**config.mk**
```make
export PLATFORM = sky130hd
export DESIGN_NAME = lpo_top
export DESIGN_NICKNAME = d
export VERILOG_FILES = /design/src/rtl/lpo_pkg.sv /design/src/rtl/lpo_pwm_chan.sv /design/src/rtl/lpo_top.sv
export SDC_FILE = /design/constraint.sdc
export NUM_CORES = 1
export LEC_CHECK = 0
export ABC_AREA = 1
export BUFFER_PORTS_ARGS = -buffer_cell sky130_fd_sc_hd__buf_2
export CAP_MARGIN = 20
export CORE_MARGIN = 8
export CORE_UTILIZATION = 40
export CTS_BUF_LIST = sky130_fd_sc_hd__clkbuf_16
export DETAILED_ROUTE_END_ITERATION = 8
export PLACE_DENSITY = 0.65
export SYNTH_ARGS = -nofsm -noshare
export SYNTH_HDL_FRONTEND = slang
export SYNTH_HIERARCHICAL = 1
export SYNTH_SLANG_ARGS = --single-unit
```
**constraint.sdc**
```tcl
create_clock -name clk -period 4.74 [get_ports clk]
set_input_delay 0.711 -clock clk [delete_from_list [all_inputs] [get_ports clk]]
set_output_delay 0.711 -clock clk [all_outputs]
set_load 0.005 [all_outputs]
```
**src/rtl/lpo_pkg.sv**
```systemverilog
// lpo_pkg: shared constants and types for the lcd panel output timing block
package lpo_pkg;
  // ----------------------------------------
  // register offsets (byte addresses)
  // ----------------------------------------
  localparam logic [7:0] REG_CTRL = 8'h00;
  localparam logic [7:0] REG_STAT = 8'h04;
  localparam logic [7:0] REG_CLK = 8'h08;
  localparam logic [7:0] REG_HORZ = 8'h0c;
  localparam logic [7:0] REG_VERT = 8'h10;
  localparam logic [7:0] REG_PWMDIV = 8'h14;
  localparam logic [7:0] REG_PWMHI = 8'h18;
  localparam logic [7:0] REG_IRQ_STAT = 8'h1c;
  localparam logic [7:0] REG_IRQ_MASK = 8'h20;
  // ----------------------------------------
  // field positions
  // ----------------------------------------
  localparam int CTRL_RUN = 0;
  localparam int CTRL_MODE_LO = 1;
  localparam int CTRL_SWAP = 4;
  localparam int STAT_STOPPED = 0;
  localparam int STAT_RUNNING = 1;
  localparam int CLK_BIAS_LO = 10;
  localparam int HORZ_HSW_LO = 16;
  localparam int VERT_VSW_LO = 16;
  localparam int PWM_EN = 12;
  localparam int PWM_HI_B_LO = 12;
  localparam int IRQ_FRAME = 0;
  localparam int IRQ_STOP = 1;
  localparam int IRQ_BITS = 2;
  // ----------------------------------------
  // panel modes
  // ----------------------------------------
  localparam logic [2:0] MODE_MONO4 = 3'h0;
  localparam logic [2:0] MODE_MONO8 = 3'h1;
  localparam logic [2:0] MODE_CSTN_SINGLE = 3'h2;
  localparam logic [2:0] MODE_CSTN_DUAL = 3'h3;
  localparam logic [2:0] MODE_TFT12 = 3'h4;
  localparam logic [2:0] MODE_TFT18 = 3'h5;
  // ----------------------------------------
  // reset values
  // ----------------------------------------
  localparam logic [31:0] RST_ZERO = 32'h0000_0000;
  localparam logic [11:0] RST_PWMDIV = 12'h002;
  // ----------------------------------------
  // types
  // ----------------------------------------
  typedef struct packed {
    logic [2:0] mode;
    logic swap;
    logic [9:0] pixel_divisor;
    logic [4:0] bias_period;
    logic [10:0] ppl_m1;
    logic [7:0] hsw_m1;
    logic [9:0] lines_m1;
    logic [5:0] vsw_m1;
  } lpo_cfg_type;
  typedef struct packed {
    logic en;
    logic [11:0] div;
    logic [11:0] hi_a;
    logic [11:0] hi_b;
  } lpo_pwm_type;
endpackage : lpo_pkg

```
**src/rtl/lpo_pwm_chan.sv**
```systemverilog
// lpo_pwm_chan: one pwm clock output compared against the shared divider count
`timescale 1ns/1ps
`default_nettype none
module lpo_pwm_chan
  import lpo_pkg::*;
#(
  parameter int W = 12
) (
  // clock and reset
  input wire logic clk,
  input wire logic rst,
  // shared divider
  input wire logic en,
  input wire logic [W-1:0] count,
  input wire logic [W-1:0] high_time,
  // pin
  output logic pwm_r
);
  // high for the first high_time counts of each period
  always_ff @(posedge clk) begin
    if (rst) begin
      pwm_r <= 1'b0;
    end else begin
      pwm_r <= en && (count < high_time);
    end
  end
endmodule : lpo_pwm_chan
`default_nettype wire

```
**src/rtl/lpo_top.sv**
```systemverilog
// lpo_top: lcd panel output timing with avalon register slave
`timescale 1ns/1ps
`default_nettype none
// Overview of operation
// - drive all panel signals as outputs only
// - stn pins by bus width, rest low
// - tft 12/18 bit mapping, red/blue swap
// - run bit high starts panel output
// - run bit low, halt, raise stopped flag
// - stn frame rises with first pixel clock
// - stn frame falls one pixel after line
// - tft frame changes when line sync ends
// - pixel clock from divisor plus one
// - stn bias toggles every bias+1 lines
// - two pwm clocks, shared divider, enable
module lpo_top
  import lpo_pkg::*;
#(
  parameter int PWM_W = 12
) (
  // clock and reset
  input wire logic clk,
  input wire logic rst,
  // avalon-mm slave
  input wire logic [7:0] avs_address,
  input wire logic avs_read,
  input wire logic avs_write,
  input wire logic [31:0] avs_writedata,
  output logic [31:0] avs_readdata,
  output logic avs_waitrequest,
  // interrupt
  output logic irq,
  // pixel source
  input wire logic [17:0] pixel_word,
  output logic pixel_fetch,
  // panel pins
  output logic frame_sync_out,
  output logic line_sync_out,
  output logic pixel_clock_out,
  output logic [15:0] pixel_data_out,
  output logic bias_out,
  output logic line_end_strobe,
  output logic pwm_clock_a,
  output logic pwm_clock_b
);
  // ----------------------------------------
  // functions
  // ----------------------------------------
  function automatic logic is_tft(input logic [2:0] m);
    return (m == MODE_TFT12) || (m == MODE_TFT18);
  endfunction : is_tft

  // active pixel clocks per line; stn pushes several pixels per clock
  function automatic logic [12:0] active_clocks(input lpo_cfg_type c);
    logic [12:0] ppl;
    logic [12:0] col;
    ppl = {2'h0, c.ppl_m1} + 13'h0001;
    col = ppl + ppl + ppl;
    unique case (c.mode)
      MODE_MONO4: active_clocks = ppl >> 2;
      MODE_MONO8: active_clocks = ppl >> 3;
      MODE_CSTN_SINGLE: active_clocks = col >> 3;
      MODE_CSTN_DUAL: active_clocks = col >> 4;
      default: active_clocks = ppl;
    endcase
  endfunction : active_clocks

  function automatic logic [15:0] map_pins(input logic [2:0] m, input logic sw,
                                           input logic [17:0] w);
    logic [5:0] r;
    logic [5:0] b;
    r = sw ? w[17:12] : w[5:0];
    b = sw ? w[5:0] : w[17:12];
    unique case (m)
      MODE_MONO4: map_pins = {12'h000, w[3:0]};
      MODE_MONO8, MODE_CSTN_SINGLE: map_pins = {8'h00, w[7:0]};
      MODE_CSTN_DUAL: map_pins = w[15:0];
      MODE_TFT12: begin
        r = sw ? {2'h0, w[11:8]} : {2'h0, w[3:0]};
        b = sw ? {2'h0, w[3:0]} : {2'h0, w[11:8]};
        map_pins = {4'h0, b[3:0], w[7:4], r[3:0]};
      end
      MODE_TFT18: map_pins = {b[5:1], w[11:6], r[5:1]};
      default: map_pins = 16'h0000;
    endcase
  endfunction : map_pins

  // ----------------------------------------
  // registers and bus slave
  // ----------------------------------------
  typedef enum logic {ST_IDLE, ST_RUN} lpo_state_type;
  lpo_state_type state_r;
  lpo_cfg_type cfg_r;
  lpo_pwm_type pwm_cfg_r;
  logic run_req_r;
  logic stopped_r;
  logic [IRQ_BITS-1:0] irq_stat_r;
  logic [IRQ_BITS-1:0] irq_mask_r;
  logic [IRQ_BITS-1:0] irq_set;
  logic wr_take;
  logic rd_take;
  logic [31:0] rd_nxt;

  assign wr_take = avs_write && !avs_waitrequest;
  assign rd_take = avs_read && !avs_waitrequest;

  // one wait cycle, then the access is taken
  always_ff @(posedge clk) begin
    if (rst) begin
      avs_waitrequest <= 1'b1;
    end else begin
      avs_waitrequest <= !((avs_read || avs_write) && avs_waitrequest);
    end
  end

  always_comb begin
    rd_nxt = RST_ZERO;
    unique case (avs_address)
      REG_CTRL: rd_nxt = {27'h0, cfg_r.swap, cfg_r.mode, run_req_r};
      REG_STAT: rd_nxt = {30'h0, state_r == ST_RUN, stopped_r};
      REG_CLK: rd_nxt = {17'h0, cfg_r.bias_period, cfg_r.pixel_divisor};
      REG_HORZ: rd_nxt = {8'h0, cfg_r.hsw_m1, 5'h0, cfg_r.ppl_m1};
      REG_VERT: rd_nxt = {10'h0, cfg_r.vsw_m1, 6'h0, cfg_r.lines_m1};
      REG_PWMDIV: rd_nxt = {19'h0, pwm_cfg_r.en, pwm_cfg_r.div};
      REG_PWMHI: rd_nxt = {8'h0, pwm_cfg_r.hi_b, pwm_cfg_r.hi_a};
      REG_IRQ_STAT: rd_nxt = {30'h0, irq_stat_r};
      REG_IRQ_MASK: rd_nxt = {30'h0, irq_mask_r};
      default: rd_nxt = RST_ZERO;
    endcase
  end

  // data is loaded in the wait cycle so it stands at the taking edge
  always_ff @(posedge clk) begin
    if (rst) begin
      avs_readdata <= RST_ZERO;
    end else if (avs_read && avs_waitrequest) begin
      avs_readdata <= rd_nxt;
    end
  end

  always_ff @(posedge clk) begin
    if (rst) begin
      run_req_r <= 1'b0;
      cfg_r <= '0;
      pwm_cfg_r <= '0;
      pwm_cfg_r.div <= RST_PWMDIV;
      irq_mask_r <= '0;
    end else if (wr_take) begin
      unique case (avs_address)
        REG_CTRL: begin
          run_req_r <= avs_writedata[CTRL_RUN];
          cfg_r.mode <= avs_writedata[CTRL_MODE_LO +: 3];
          cfg_r.swap <= avs_writedata[CTRL_SWAP];
        end
        REG_CLK: begin
          cfg_r.pixel_divisor <= avs_writedata[9:0];
          cfg_r.bias_period <= avs_writedata[CLK_BIAS_LO +: 5];
        end
        REG_HORZ: begin
          cfg_r.ppl_m1 <= avs_writedata[10:0];
          cfg_r.hsw_m1 <= avs_writedata[HORZ_HSW_LO +: 8];
        end
        REG_VERT: begin
          cfg_r.lines_m1 <= avs_writedata[9:0];
          cfg_r.vsw_m1 <= avs_writedata[VERT_VSW_LO +: 6];
        end
        REG_PWMDIV: begin
          pwm_cfg_r.div <= avs_writedata[11:0];
          pwm_cfg_r.en <= avs_writedata[PWM_EN];
        end
        REG_PWMHI: begin
          pwm_cfg_r.hi_a <= avs_writedata[11:0];
          pwm_cfg_r.hi_b <= avs_writedata[PWM_HI_B_LO +: 12];
        end
        REG_IRQ_MASK: irq_mask_r <= avs_writedata[IRQ_BITS-1:0];
        default: ;
      endcase
    end
  end

  // ----------------------------------------
  // interrupts
  // ----------------------------------------
  // read clears only the bits it returned; later events survive
  always_ff @(posedge clk) begin
    if (rst) begin
      irq_stat_r <= '0;
    end else if (rd_take && avs_address == REG_IRQ_STAT) begin
      irq_stat_r <= (irq_stat_r & ~avs_readdata[IRQ_BITS-1:0]) | irq_set;
    end else begin
      irq_stat_r <= irq_stat_r | irq_set;
    end
  end

  always_ff @(posedge clk) begin
    if (rst) begin
      irq <= 1'b0;
    end else begin
      irq <= |(irq_stat_r & irq_mask_r);
    end
  end

  // ----------------------------------------
  // pixel clock divider
  // ----------------------------------------
  logic [9:0] pdiv_r;
  logic rise;
  logic fall;
  logic pdiv_end;

  assign pdiv_end = (pdiv_r == cfg_r.pixel_divisor);
  assign rise = (state_r == ST_RUN) && pdiv_end && !pixel_clock_out;
  assign fall = (state_r == ST_RUN) && pdiv_end && pixel_clock_out;

  // half period is divisor+1 generator cycles
  always_ff @(posedge clk) begin
    if (rst || state_r == ST_IDLE) begin
      pdiv_r <= '0;
      pixel_clock_out <= 1'b0;
    end else if (pdiv_end) begin
      pdiv_r <= '0;
      pixel_clock_out <= !pixel_clock_out;
    end else begin
      pdiv_r <= pdiv_r + 10'h001;
    end
  end

  // ----------------------------------------
  // line and frame counters
  // ----------------------------------------
  logic [12:0] pix_r;
  logic [9:0] line_r;
  logic [12:0] active;
  logic [12:0] line_len;
  logic line_wrap;
  logic frame_wrap;

  // active clocks per line from panel type
  assign active = active_clocks(cfg_r);
  assign line_len = active + {5'h00, cfg_r.hsw_m1} + 13'h0001;
  assign line_wrap = rise && (pix_r == line_len - 13'h0001);
  assign frame_wrap = line_wrap && (line_r == cfg_r.lines_m1);

  always_ff @(posedge clk) begin
    if (rst || state_r == ST_IDLE) begin
      pix_r <= '0;
      line_r <= '0;
    end else if (line_wrap) begin
      pix_r <= '0;
      line_r <= frame_wrap ? 10'h000 : line_r + 10'h001;
    end else if (rise) begin
      pix_r <= pix_r + 13'h0001;
    end
  end

  // ----------------------------------------
  // run control
  // ----------------------------------------
  logic first_rise_r;
  logic stop_now;

  // halt on the fall after the last line so no runt pixel clock leaves
  assign stop_now = fall && first_rise_r && !run_req_r;

  // stop only at a frame boundary so the panel never sees a torn frame
  always_ff @(posedge clk) begin
    if (rst) begin
      state_r <= ST_IDLE;
      stopped_r <= 1'b1;
    end else begin
      unique case (state_r)
        ST_IDLE: begin
          if (run_req_r) begin
            state_r <= ST_RUN;
            stopped_r <= 1'b0;
          end
        end
        ST_RUN: begin
          if (stop_now) begin
            state_r <= ST_IDLE;
            stopped_r <= 1'b1;
          end
        end
      endcase
    end
  end

  assign irq_set[IRQ_FRAME] = frame_wrap;
  assign irq_set[IRQ_STOP] = stop_now;

  // ----------------------------------------
  // panel sync outputs
  // ----------------------------------------
  always_ff @(posedge clk) begin
    if (rst || state_r == ST_IDLE) begin
      first_rise_r <= 1'b1;
    end else if (rise) begin
      first_rise_r <= frame_wrap;
    end
  end

  // every panel pin is an output flop
  always_ff @(posedge clk) begin
    if (rst || state_r == ST_IDLE) begin
      line_sync_out <= 1'b0;
      line_end_strobe <= 1'b0;
    end else if (rise) begin
      line_sync_out <= !line_wrap && (pix_r + 13'h0001 >= active);
      line_end_strobe <= !line_wrap && (pix_r + 13'h0001 == active);
    end
  end

  always_ff @(posedge clk) begin
    if (rst || state_r == ST_IDLE) begin
      frame_sync_out <= 1'b0;
    end else if (!is_tft(cfg_r.mode)) begin
      // rises with first pixel clock of frame
      if (rise && first_rise_r) begin
        frame_sync_out <= 1'b1;
      // falls one pixel clock after line sync falls
      end else if (rise && line_r == 10'h001 && pix_r == 13'h0000) begin
        frame_sync_out <= 1'b0;
      end
    end else if (line_wrap) begin
      // toggles as line sync goes inactive
      if (frame_wrap && run_req_r) begin
        frame_sync_out <= 1'b1;
      end else if (line_r == {4'h0, cfg_r.vsw_m1}) begin
        frame_sync_out <= 1'b0;
      end
    end
  end

  // ----------------------------------------
  // bias and pixel data
  // ----------------------------------------
  logic [4:0] bias_cnt_r;

  // toggle after bias_period+1 lines, stn only
  always_ff @(posedge clk) begin
    if (rst || is_tft(cfg_r.mode)) begin
      bias_cnt_r <= '0;
      bias_out <= 1'b0;
    end else if (state_r == ST_IDLE) begin
      // level held while stopped so no bias period is cut short
      bias_cnt_r <= '0;
    end else if (line_wrap) begin
      if (bias_cnt_r == cfg_r.bias_period) begin
        bias_cnt_r <= '0;
        bias_out <= !bias_out;
      end else begin
        bias_cnt_r <= bias_cnt_r + 5'h01;
      end
    end
  end

  // data changes at the rising edge; the panel model latches it on that same rise
  always_ff @(posedge clk) begin
    if (rst || state_r == ST_IDLE) begin
      pixel_data_out <= '0;
      pixel_fetch <= 1'b0;
    end else begin
      pixel_fetch <= 1'b0;
      if (rise) begin
        if (!line_wrap && (pix_r + 13'h0001 < active || first_rise_r)) begin
          // pin mapping with unused pins low
          pixel_data_out <= map_pins(cfg_r.mode, cfg_r.swap, pixel_word);
          pixel_fetch <= 1'b1;
        end else if (line_wrap) begin
          pixel_data_out <= map_pins(cfg_r.mode, cfg_r.swap, pixel_word);
          pixel_fetch <= 1'b1;
        end else begin
          pixel_data_out <= '0;
        end
      end
    end
  end

  // ----------------------------------------
  // pwm clocks
  // ----------------------------------------
  logic [PWM_W-1:0] pwm_cnt_r;
  logic [PWM_W-1:0] pwm_hi [2];
  logic [1:0] pwm_pin;

  assign pwm_hi[0] = pwm_cfg_r.hi_a;
  assign pwm_hi[1] = pwm_cfg_r.hi_b;

  // one period counter for both clocks
  always_ff @(posedge clk) begin
    if (rst || !pwm_cfg_r.en || pwm_cnt_r >= pwm_cfg_r.div) begin
      pwm_cnt_r <= '0;
    end else begin
      pwm_cnt_r <= pwm_cnt_r + 12'h001;
    end
  end

  for (genvar i = 0; i < 2; i++) begin : g_pwm
    lpo_pwm_chan #(.W(PWM_W)) u_chan (
      .clk(clk),
      .rst(rst),
      .en(pwm_cfg_r.en),
      .count(pwm_cnt_r),
      .high_time(pwm_hi[i]),
      .pwm_r(pwm_pin[i])
    );
  end

  assign pwm_clock_a = pwm_pin[0];
  assign pwm_clock_b = pwm_pin[1];
endmodule : lpo_top
`default_nettype wire

```
==> impl_results.md <==
* RSZ-0062 raised after global routing: yes
* # DRC at 0
* Hold Violations, Final at 0
* Most frequent cell after synthesis: nand2_1
* Final nets at 2072
* # diodes at 0
* Initial antenna violation count at 0
* Skew-Pair Late Insertion Delay at 460 ps
* Synth Flop Type: dfxtp_1
* CTS root buffer: clkbuf_16
* Avg Cell Area, Syn at 7.079 um^2
* Max Clock Skew at 13.28 ps
* Reg area at 3995 um^2
* # fillers at 2807
* Slowest stage cell, crit path: dfxtp_4
* Placer Congestion at 0.9011
* Largest delay share family, worst path: simple AND/OR/NAND/NOR gates
* First-pass GRT wire length at 60.51 mm
* DR WL/cell at 16.64 um
* Violated checks: setup timing
* Register area share after synthesis at 32.89%
* Top cells by area, synth: dfxtp_1 33%, nand2_1 9.2%, inv_1 7.9%
* Gr usage total at 20.56%
* Post-layout util at 52.08%
* Iter 0 DRT Violations at 892
* DIE AREA at 36110 um^2
* Chip width at 190.0 um
* Worst relative slew slack at 36.01%
* Max Cap Viol at 0
* CTS Buf Count at 17
* DRT Pass-1 Iters at 7
* Post-synthesis register bit count at 199
* Starting Density at 40.76%
* Post-synth EDFFs at 0
* Sinks on Clock Net at 199
* Setup CP Type: flop to flop
* Synth area leader: dfxtp_1
* Share of cells above drive strength 1 at 25.53%
* Final WL at 38.89 mm
* Buf+Inv Stages, Crit Path at 8
* Worst setup EP type: flop
* Post-synth ARST share at 0%
* Syn-to-layout area delta at 27.77%
* Htree depth at 4
* Core Box Area at 29720 um^2
* Row count at 63
* Port bufs at 103
* Post-DP HPWL at 28.73 mm
* Yosys cell types at 64
* Vias in the first global route at 11770
* Final worst slack at -111.0 ps
* Fmax at 0.2061 GHz
* Worst EP arrival at 5200 ps
* CTS tree: built
* Synth top area share at 32.89%
* Num ports at 120
* CP peak stage delay at 390 ps
* CP most frequent cell: nand2_1
* PD cells at 210.1 nW/um^2
* VDD IR max at 248.3 uV
* Most instantiated cells after synthesis: 297 x nand2_1, 254 x inv_1, 199 x dfxtp_1
* Outcome: finished with violations
* Design Area, Final at 15480 um^2
* Multi-input logic area at 7579 um^2
* Pleak at 0.006535 uW
* Worst path required time at 5090 ps
* Vias per cell at 5.283
* Clock Tree Buf Depth at 2
* Type of the most critical hold path: flop to flop
* Critical Path Source Type: flop
* Tmin final at 4851 ps
* Grt total ovfl at 0
* Worst-Margin Slew at 955.6 ps
* Die height at 190.0 um
* DR vias at 12350
* Worst Path Max Fanout at 6
* Slew Limit Fails at 0
* Largest net degree at the start of global routing at 60
* # setup viols final at 29
* Antenna viol nets, final at 0
* Synthesized cell area at 12110 um^2
* Post-Place Cell Area at 13810 um^2
* Post-Syn Instances at 1711
* Crit share post-route at 102.3%
* Warnings from Yosys at 6
* Clock transition at path regs at 90 ps
## worst register-to-register path: cells and delay by family (launching register included)
family	cells	cell delay (ps)
compound gates	5	880
xor+xnor	2	280
fa+ha+maj	4	870
buf+inv	8	830
flops	1	390
simple gates	13	1500
## per-stage QoR
step	power (uW)	cells	setup slack, ps	TNS, ps	hold WS, ps
after floorplan	1769	1718	48.26	0	439.0
after global placement	1822	2268	-273.1	-5772	448.5
after detailed placement	1822	2268	-319.5	-7988	452.8
after CTS	3269	2321	1.684	0	458.6
after global routing	3343	2337	-395.9	-13070	474.8
final	3251	2337	-111.0	-1097	463.2
## layout make-up
type                       count  area share, %
sequential                   199          25.81
timing repair buffer         263          11.74
inverter                     265          6.524
tap                          390          3.153
clock inverter                15          1.051
multi-input combinational   1188          48.97
clock buffer                  17          2.749
## repair_timing
action | in CTS | in global routing
pin swaps | 34 | 67
setup buffers | 21 | 15
hold buffers | 0 | 0
setup endpoints to repair | 51 | 51
gates resized for setup | 62 | 112
gates cloned | 0 | 1
## cells by family after synthesis
logic type      after synthesis  synth area share [%]
buf+inv                     331                 10.71
xor+xnor                     60                 4.400
compound gates              416                 20.32
flops                       199                 32.89
fa+ha+maj                    76                 7.912
simple gates                628                 23.74
other cells                   1               0.03096
## where the power goes
part	switching (uW)	internal, uW	leakage (uW)	total, uW
sequential	1.54	1670	0.00161	1670
clock	760	706	0.000278	1470
combinational	81.1	32.6	0.00465	114
total	843	2410	0.00654	3250
## registers in the layout (all words and copies together) (netlist names), 5 cells and up
| register | cells |
|---|---|
| pwm_cnt_r | 12 |
| pdiv_r | 10 |
| pixel_data_out | 16 |
| pwm_cfg_r | 37 |
| bias_cnt_r | 5 |
| pix_r | 13 |
| line_r | 10 |
| cfg_r | 54 |
| avs_readdata | 24 |
## layout by cell type (no fill, tap or decap), types with 19 or more instances in the layout
cell type	instances
a211oi_1	41
a21oi_1	135
a21oi_2	20
buf_2	103
buf_4	145
dfxtp_1	194
ha_1	55
ha_4	20
inv_1	237
inv_2	19
nand2_1	282
nand2_2	32
nand3_1	49
nand4_1	24
nor2_1	140
o21ai_0	109
o22ai_1	24
xor2_1	38
## layer usage
metal	global-route usage (%)	wire (um)	up-vias
met3	3.277	2270	78
met5	0	0	-
li1	-	-	6100
met1	26.53	17150	5791
met4	7.517	1198	0
met2	34.18	18270	377
## path summary, 6_finish.rpt
kind | start | endpoint | slack [ps] | cells past startpoint
worst max-delay path | cfg_r[24] | bias_cnt_r[4] | -110 | 32
worst min register to register | pixel_data_out[5] | pixel_data_out[5] | 460 | 2
worst max register to register | cfg_r[24] | bias_cnt_r[4] | -110 | 32
worst min-delay path | pixel_data_out[5] | pixel_data_out[5] | 460 | 2
(Power assumes the default switching activity.)
